### src/rtl/brs_params.svh
// Offsets, field positions, reset values and timing counts of the sequencer
`ifndef BRS_PARAMS_SVH
`define BRS_PARAMS_SVH

// ---------------------------------------------------------------------
// Register offsets (word index on the register port)
// ---------------------------------------------------------------------
`define BRS_REG_CAUSE      4'h0
`define BRS_REG_OSC        4'h1
`define BRS_REG_CFG        4'h2

// ---------------------------------------------------------------------
// Field positions
// ---------------------------------------------------------------------
`define BRS_CAUSE_POR      0
`define BRS_CAUSE_BOR      1
`define BRS_OSC_LOCK       5
`define BRS_OSC_CLKEN      4
`define BRS_OSC_OSTDONE    3
`define BRS_CFG_POWERUP_TIMER_EN    5
`define BRS_CFG_CFG_W      6

// ---------------------------------------------------------------------
// Reset values and clock source encodings
// ---------------------------------------------------------------------
`define BRS_CFG_RST        16'h0000
`define BRS_OSC_PLL_BIT    0
`define BRS_OSC_PRI_BIT    1
`define BRS_PRI_EC         2'h0
`define BRS_PRI_OFF        2'h3

// ---------------------------------------------------------------------
// Timing: start-up and fixed times in microseconds, derived to cycles from the clock; other counts in cycles
// ---------------------------------------------------------------------
`define BRS_CLK_MHZ        100
`define BRS_STARTUP_US     20
`define BRS_STARTUP_CYC    (`BRS_STARTUP_US * `BRS_CLK_MHZ)
`define BRS_FIXED_US       100
`define BRS_FIXED_CYC      (`BRS_FIXED_US * `BRS_CLK_MHZ)
`define BRS_POWERUP_TIMER_CYC       1000
`define BRS_OST_CYC        1024
`define BRS_PULSE_CYC      16

`endif

### src/rtl/brs_pkg.sv
// Types shared by the brown-out reset sequencer
`default_nettype none

package brs_pkg;

    // Sequencer states, Gray coded along startup -> pulse -> hold -> run
    typedef enum logic [1:0] {
        BRS_STARTUP = 2'h0,
        BRS_PULSE   = 2'h1,
        BRS_HOLD    = 2'h3,
        BRS_RUN     = 2'h2
    } brs_state_t;

    typedef logic [15:0] brs_word_t;
    typedef logic [3:0]  brs_addr_t;

endpackage : brs_pkg

`default_nettype wire

### src/rtl/brs_sequencer.sv
// Brown-out and power-up reset sequencer with its register port
`include "brs_params.svh"
`default_nettype none

module brs_sequencer #(
    parameter int unsigned STARTUP_CYC = `BRS_STARTUP_CYC,
    parameter int unsigned FIXED_CYC   = `BRS_FIXED_CYC,
    parameter int unsigned POWERUP_TIMER_CYC    = `BRS_POWERUP_TIMER_CYC,
    parameter int unsigned OST_CYC     = `BRS_OST_CYC
) (
    // Clock and reset
    input  wire logic               mclk,
    input  wire logic               rst_n,
    // Supply monitor and clock partners (asynchronous)
    input  wire logic               brownout_det,
    input  wire logic               powered_down,
    input  wire logic               pll_locked,
    // Register port
    input  wire brs_pkg::brs_addr_t reg_addr,
    input  wire brs_pkg::brs_word_t reg_wdata,
    input  wire logic               reg_wr,
    input  wire logic               reg_rd,
    output var  brs_pkg::brs_word_t reg_rdata,
    // Reset and clock controls
    output logic                    bor_pulse,
    output logic                    core_rst_n,
    output logic                    sys_clk_en
);
    import brs_pkg::*;

    // ---------------------------------------------------------------
    // Input synchronisers
    // ---------------------------------------------------------------
    logic [2:0] meta_q;
    logic [2:0] sync_q;
    logic       det_prev_q;
    logic       det_s;
    logic       pdn_s;
    logic       lock_s;

    // Two flops per pin before any logic looks at it
    always_ff @(posedge mclk) begin
        if (!rst_n) begin
            meta_q <= 3'h0;
            sync_q <= 3'h0;
        end else begin
            meta_q <= {pll_locked, powered_down, brownout_det};
            sync_q <= meta_q;
        end
    end

    assign det_s  = sync_q[0];
    assign pdn_s  = sync_q[1];
    assign lock_s = sync_q[2];

    // Edge memory reads only the settled copy
    always_ff @(posedge mclk) begin
        if (!rst_n) begin
            det_prev_q <= 1'b0;
        end else begin
            det_prev_q <= det_s;
        end
    end

    // ---------------------------------------------------------------
    // Event decode
    // ---------------------------------------------------------------
    logic bor_evt;

    // Power-down gating: detector edges are ignored while powered down
    assign bor_evt = det_s && !det_prev_q && !pdn_s;

    // ---------------------------------------------------------------
    // Configuration register and clock source choice
    // ---------------------------------------------------------------
    localparam int unsigned CW = `BRS_CFG_CFG_W;

    logic [CW-1:0] cfg_q;
    logic [CW-1:0] act_q;
    logic          need_ost;
    logic          need_pll;
    logic          fixed_mode;
    logic          pri_xtal;

    logic wr_cfg;
    assign wr_cfg = reg_wr && (reg_addr == `BRS_REG_CFG);

    // Software settings take effect at the next sequence only
    always_ff @(posedge mclk) begin
        if (!rst_n) begin
            cfg_q <= CW'(`BRS_CFG_RST);
        end else if (wr_cfg) begin
            cfg_q <= reg_wdata[CW-1:0];
        end
    end

    // Crystal primary: selected and neither external clock nor off
    assign pri_xtal = act_q[`BRS_OSC_PRI_BIT]
                   && (act_q[4:3] != `BRS_PRI_EC)
                   && (act_q[4:3] != `BRS_PRI_OFF);
    assign need_ost   = pri_xtal;
    assign need_pll   = act_q[`BRS_OSC_PLL_BIT];
    assign fixed_mode = !act_q[`BRS_CFG_POWERUP_TIMER_EN] && pri_xtal;

    // ---------------------------------------------------------------
    // Sequencer state and delay counter
    // ---------------------------------------------------------------
    localparam logic [15:0] STARTUP_LAST = 16'(STARTUP_CYC - 1);
    localparam logic [15:0] FIXED_LAST   = 16'(FIXED_CYC - 1);
    localparam logic [15:0] POWERUP_TIMER_LAST    = 16'(POWERUP_TIMER_CYC - 1);
    localparam logic [15:0] OST_LAST     = 16'(OST_CYC - 1);
    localparam logic [15:0] PULSE_LAST   = 16'(`BRS_PULSE_CYC - 1);

    brs_state_t  st_q;
    logic [15:0] dly_q;
    logic [15:0] ost_q;
    logic        ost_done;
    logic        powerup_timer_done;
    logic        fixed_done;
    logic        clk_ok;
    logic        rel_ok;

    assign ost_done   = (ost_q >= OST_LAST);
    assign powerup_timer_done  = !act_q[`BRS_CFG_POWERUP_TIMER_EN] || (dly_q >= POWERUP_TIMER_LAST);
    assign fixed_done = (dly_q >= FIXED_LAST);
    assign clk_ok     = (!need_ost || ost_done) && (!need_pll || lock_s);
    // Fixed delay replaces every other wait; else timer and clock
    assign rel_ok = fixed_mode ? fixed_done : (powerup_timer_done && clk_ok);

    // Main sequence; power-down beats brown-out beats progress
    always_ff @(posedge mclk) begin
        if (!rst_n) begin
            st_q  <= BRS_STARTUP;
            dly_q <= 16'h0000;
            act_q <= CW'(`BRS_CFG_RST);
        end else if (pdn_s) begin
            st_q  <= BRS_STARTUP;
            dly_q <= 16'h0000;
        end else if (bor_evt) begin
            st_q  <= BRS_PULSE;
            dly_q <= 16'h0000;
        end else begin
            case (st_q)
                BRS_STARTUP: begin
                    if (dly_q >= STARTUP_LAST) begin
                        st_q  <= BRS_HOLD;
                        dly_q <= 16'h0000;
                        act_q <= cfg_q;
                    end else begin
                        dly_q <= dly_q + 16'h0001;
                    end
                end
                BRS_PULSE: begin
                    if (dly_q >= PULSE_LAST) begin
                        st_q  <= BRS_HOLD;
                        dly_q <= 16'h0000;
                        act_q <= cfg_q;
                    end else begin
                        dly_q <= dly_q + 16'h0001;
                    end
                end
                BRS_HOLD: begin
                    if (rel_ok) begin
                        st_q <= BRS_RUN;
                    end else if (dly_q != 16'hFFFF) begin
                        dly_q <= dly_q + 16'h0001;
                    end
                end
                BRS_RUN: begin
                    st_q <= BRS_RUN;
                end
                default: begin
                    st_q  <= BRS_STARTUP;
                    dly_q <= 16'h0000;
                end
            endcase
        end
    end

    // Start-up timer runs only in hold and only for a crystal
    always_ff @(posedge mclk) begin
        if (!rst_n) begin
            ost_q <= 16'h0000;
        end else if (st_q != BRS_HOLD || !need_ost) begin
            ost_q <= 16'h0000;
        end else if (!ost_done) begin
            ost_q <= ost_q + 16'h0001;
        end
    end

    // ---------------------------------------------------------------
    // Reset and clock outputs, one cycle behind the state
    // ---------------------------------------------------------------
    always_ff @(posedge mclk) begin
        if (!rst_n) begin
            bor_pulse  <= 1'b0;
            core_rst_n <= 1'b0;
            sys_clk_en <= 1'b0;
        end else begin
            bor_pulse  <= (st_q == BRS_PULSE);
            core_rst_n <= (st_q == BRS_RUN);
            sys_clk_en <= (st_q == BRS_RUN)
                       || (st_q == BRS_HOLD && clk_ok);
        end
    end

    // ---------------------------------------------------------------
    // Reset cause register
    // ---------------------------------------------------------------
    logic por_q;
    logic bor_flag_q;
    logic wr_cause;

    assign wr_cause = reg_wr && (reg_addr == `BRS_REG_CAUSE);

    // Written ones clear; a new brown-out in the same cycle wins.
    // Only rst_n and a written one clear it, never the brown-out pulse it reports.
    always_ff @(posedge mclk) begin
        if (!rst_n) begin
            bor_flag_q <= 1'b0;
        end else if (bor_evt) begin
            bor_flag_q <= 1'b1;
        end else if (wr_cause && reg_wdata[`BRS_CAUSE_BOR]) begin
            bor_flag_q <= 1'b0;
        end
    end

    // Power-on flag marks the block's own reset
    always_ff @(posedge mclk) begin
        if (!rst_n) begin
            por_q <= 1'b1;
        end else if (wr_cause && reg_wdata[`BRS_CAUSE_POR]) begin
            por_q <= 1'b0;
        end
    end

    // ---------------------------------------------------------------
    // Read port: data in the cycle after the strobe
    // ---------------------------------------------------------------
    brs_word_t rd_mux;

    always_comb begin
        rd_mux = 16'h0000;
        case (reg_addr)
            `BRS_REG_CAUSE: begin
                rd_mux[`BRS_CAUSE_POR] = por_q;
                rd_mux[`BRS_CAUSE_BOR] = bor_flag_q;
            end
            `BRS_REG_OSC: begin
                rd_mux[2:0]              = act_q[2:0];
                rd_mux[`BRS_OSC_OSTDONE] = ost_done;
                rd_mux[`BRS_OSC_CLKEN]   = sys_clk_en;
                rd_mux[`BRS_OSC_LOCK]    = lock_s;
            end
            `BRS_REG_CFG: begin
                rd_mux[CW-1:0] = cfg_q;
            end
            default: begin
                rd_mux = 16'h0000;
            end
        endcase
    end

    // Unmapped or idle reads return zero
    always_ff @(posedge mclk) begin
        if (!rst_n) begin
            reg_rdata <= 16'h0000;
        end else if (reg_rd) begin
            reg_rdata <= rd_mux;
        end else begin
            reg_rdata <= 16'h0000;
        end
    end

    // ---------------------------------------------------------------
    // Checks
    // ---------------------------------------------------------------
    int unsigned stup_cnt;

    // Cycles spent in start-up without a power-down
    always_ff @(posedge mclk) begin
        if (!rst_n || st_q != BRS_STARTUP || pdn_s) begin
            stup_cnt <= 0;
        end else begin
            stup_cnt <= stup_cnt + 1;
        end
    end
endmodule : brs_sequencer

`default_nettype wire

### config.mk
export PLATFORM = sky130hd
export DESIGN_NAME = brs_sequencer
export DESIGN_NICKNAME = d
export VERILOG_FILES = /design/src/rtl/brs_pkg.sv /design/src/rtl/brs_sequencer.sv
export VERILOG_INCLUDE_DIRS = /design/src /design/src/rtl
export SDC_FILE = /design/constraint.sdc
export NUM_CORES = 1
export LEC_CHECK = 0
export ABC_AREA = 1
export BUFFER_PORTS_ARGS = -buffer_cell sky130_fd_sc_hd__buf_2
export CAP_MARGIN = 20
export CORE_MARGIN = 2
export CORE_UTILIZATION = 40
export CTS_BUF_LIST = sky130_fd_sc_hd__clkbuf_8
export CTS_CLUSTER_DIAMETER = 50
export DETAILED_ROUTE_END_ITERATION = 8
export SYNTH_ARGS = -nofsm -noshare
export SYNTH_HDL_FRONTEND = slang
export SYNTH_SLANG_ARGS = --single-unit
### constraint.sdc
create_clock -name mclk -period 1.7 [get_ports mclk]
set_input_delay 0.17 -clock mclk [delete_from_list [all_inputs] [get_ports mclk]]
set_output_delay 0.17 -clock mclk [all_outputs]
set_load 0.05 [all_outputs]
==> impl_metrics.py <==
metrics = {
    "logic_synthesis": {
        "ys_seq_area_frac": 0.396,
        "synth_warnings": 0,
        "synth_area_per_cell_um2": 6.90,
        "synth_seq_cells": 64,
        "synth_area_um2": 3240,
        "syn_inst": 469,
        "synth_cell_types": 34,
    },
    "die": {
        "die_h_um": 94.0,
        "num_io_pins": 46,
        "core_area_um2": 7770,
        "die_area_um2": 8830,
        "die_w_um": 94.0,
        "num_rows": 32,
        "initial_core_util": 0.417,
    },
    "placed_design": {
        "place_congestion": 0.885,
        "dpl.cell_count": 618,
        "io_buffers": 25,
        "hpwl_um": 5430,
    },
    "power_and_ir_drop": {
        "fin_total_pwr_mw": 5.02,
        "leakagePower_nw": 1.86,
        "peakVddDrop_mv": 0.834,
        "power_frac_seq": 0.367,
        "clockPowerShare": 0.289,
        "p_switching_mw": 1.80,
        "swShare": 0.359,
        "p_comb_frac": 0.344,
        "p_int_mw": 3.22,
        "power_density_nw_per_um2": 1200,
    },
    "timing": {
        "max_slew_margin": 0.627,
        "rsz0062_at_grt": "yes",
        "slew_viol_final": 0,
        "fin_crit_sh": 1.03,
        "tightest_slew_ps": 556,
        "skew_ps": 6.69,
        "whs_ps": 19.1,
        "fmaxAchievable_mhz": 570,
        "hold_viol": 0,
        "setup_violations": 7,
        "setup_slack_ps": -53.6,
        "period_needed_ps": 1750,
    },
    "setup_path": {
        "startpoint_type": "register",
        "crit_arrival_ps": 1990,
        "crit_required_ps": 1940,
        "cp_max_fo": 7,
        "critPathCaptureType": "register",
        "crit_type": "reg2reg",
    },
    "layout": {
        "final_net_count": 563,
        "diodes": 0,
        "layout_common_cells": "109 x nand2_1, 54 x nor2_1, 47 x inv_1, 47 x dfxtp_1, 37 x nand3_1",
        "layout.cells.non_filler": 641,
        "final_common_cell": "nand2_1",
        "drive_gt1_frac": 0.306,
        "area_growth_pct": 28.8,
    },
    "routing": {
        "drcViolationCount": 0,
        "viasPerCell": 4.79,
        "wirelength_um": 7790,
        "drtPass1Iterations": 4,
        "routedWlPerCell_um": 12.1,
        "first_iter_violations": 138,
        "vias": 3068,
        "final_antenna_net_count": 0,
        "m1WireLength_um": 3600,
        "wl_met2_um": 3760,
        "met3_length_um": 332,
        "top_layer": "met4",
    },
    "status": {
        "violations": "setup timing",
        "outcome": "finished, violations left",
    },
    "global_routing": {
        "grt_start_max_net_pins": 16,
        "antenna_found_initial": 0,
        "grt_pass1_vias": 2795,
        "grtUsageTotal": 0.181,
        "grt_pass1_wl_um": 12600,
        "grt_overflow": 0,
    },
    "clocking": {
        "numCtsBuffers": 9,
        "cts_buffer_depth": 2,
        "cts_tree": "yes",
        "root_buffer": "clkbuf_8",
        "clock-sinks": 64,
        "clk_pin_slew_ps": 70,
        "cts-htree-levels": 3,
        "clock_latency_ps": 350,
    },
    "run": {
        "maxCapViolations": 0,
    },
    "min_path": {
        "hold_class": "in2reg",
    },
}
[final timing paths]
path                     startpoint                      to  slack (ps)  depth (start not counted)
min reg2reg  ost_q[15]$_SDFFE_PP0P_  ost_q[15]$_SDFFE_PP0P_         430                          2
max           dly_q[0]$_SDFFE_PP0P_  dly_q[11]$_SDFFE_PP0P_         -50                         11
min                    powered_down    meta_q[1]$_SDFF_PN0_          20                          3
max reg2reg   dly_q[0]$_SDFFE_PP0P_  dly_q[11]$_SDFFE_PP0P_         -50                         11
[registers in the layout, indices dropped and copies added (netlist names)]
name,cells
cfg_q,6
bor_flag_q,1
reg_rdata,6
sync_q,3
por_q,1
bor_pulse,1
st_q,2
core_rst_n,1
det_prev_q,1
meta_q,3
act_q,6
dly_q,16
ost_q,16
sys_clk_en,1
[critical path, cell delays in order, from the launching register on]
cell	delay [ps]
dfxtp_2	350
ha_4	160
nand2_2	60
nand2_2	90
nand4_1	130
nand2_1	120
nand2_2	80
o21bai_4	150
nand2_4	120
clkbuf_16	190
a21oi_2	130
nor2_1	60
[layout make-up]
cell class | count | area (um^2)
tap | 102 | 128
timing repair buffer | 66 | 475
inverter | 53 | 201
sequential | 64 | 1310
fill | 760 | 3600
clock inverter | 6 | 83.8
clock buffer | 10 | 138
multi-input combinational | 340 | 1840
[timing repair]
action	in CTS	in global routing
gates cloned	0	1
pin swaps	1	8
setup buffers	0	4
gates resized for setup	3	70
setup endpoints to repair	17	25
endpoints found under the hold margin	2	0
hold buffers	2	0
[stage by stage]
| stage | TNS (ps) | setup slack [ps] | instance area [um^2] | util |
|---|---|---|---|---|
| 2_1_floorplan | 0 | 60.9 | 3270 | - |
| 3_3_place_gp | -106 | -21.0 | 3640 | 0.468 |
| 3_5_place_dp | -187 | -29.7 | 3640 | 0.468 |
| 4_1_cts | -1.08 | -1.08 | 3890 | 0.501 |
| 5_1_grt | -1150 | -128 | 4170 | 0.537 |
| 6_report | -216 | -53.6 | 4170 | 0.537 |
[logic make-up after synthesis]
family / synth area share
compound gates: 0.0959
xor+xnor: 0.0189
fa+ha+maj: 0.00773
buf+inv: 0.109
flops: 0.396
other cells: 0.00116
simple gates: 0.371
[synth_stat cells]
cell | count | area share
dfxtp_1 | 64 | 0.40
nand2_1 | 118 | 0.14
nand2_2 | 5 | 0.0097
nor3_1 | 7 | 0.011
nand3_2 | 8 | 0.025
nor2_2 | 5 | 0.0097
o21bai_1 | 1 | 0.0023
xor2_1 | 7 | 0.019
o31ai_1 | 1 | 0.0023
a21oi_2 | 1 | 0.0027
conb_1 | 1 | 0.0012
o2111ai_1 | 1 | 0.0027
inv_2 | 4 | 0.0046
buf_4 | 13 | 0.030
inv_1 | 49 | 0.057
nand3_1 | 41 | 0.063
or2_1 | 2 | 0.0039
nor2_1 | 59 | 0.068
nand4_1 | 9 | 0.017
nand2_4 | 1 | 0.0035
ha_1 | 2 | 0.0077
o21ai_0 | 9 | 0.014
o21ai_2 | 1 | 0.0027
buf_6 | 3 | 0.010
clkbuf_4 | 1 | 0.0023
o21bai_2 | 1 | 0.0035
nor2_4 | 1 | 0.0035
and3_1 | 1 | 0.0019
a21boi_0 | 1 | 0.0023
nand3b_1 | 2 | 0.0046
clkbuf_1 | 4 | 0.0046
nand3_4 | 1 | 0.0054
a21oi_1 | 41 | 0.063
or2_2 | 4 | 0.0077
[per-layer routing]
metal / GRT usage / vias up
met5: 0 / -
met1: 0.234 / 1385
met3: 0.0530 / 6
met2: 0.294 / 68
met4: 0.0483 / 0
li1: - / 1609
[power groups by stage]
stage	Combinational (mW)	Clock, mW	Sequential, mW
floorplan	1.04	0	1.84
global placement	1.43	0	1.83
detailed placement	1.45	0	1.82
CTS	1.48	1.50	1.79
global route	1.92	1.57	1.87
finish	1.73	1.45	1.84
Power figures use the tool's default switching activity.
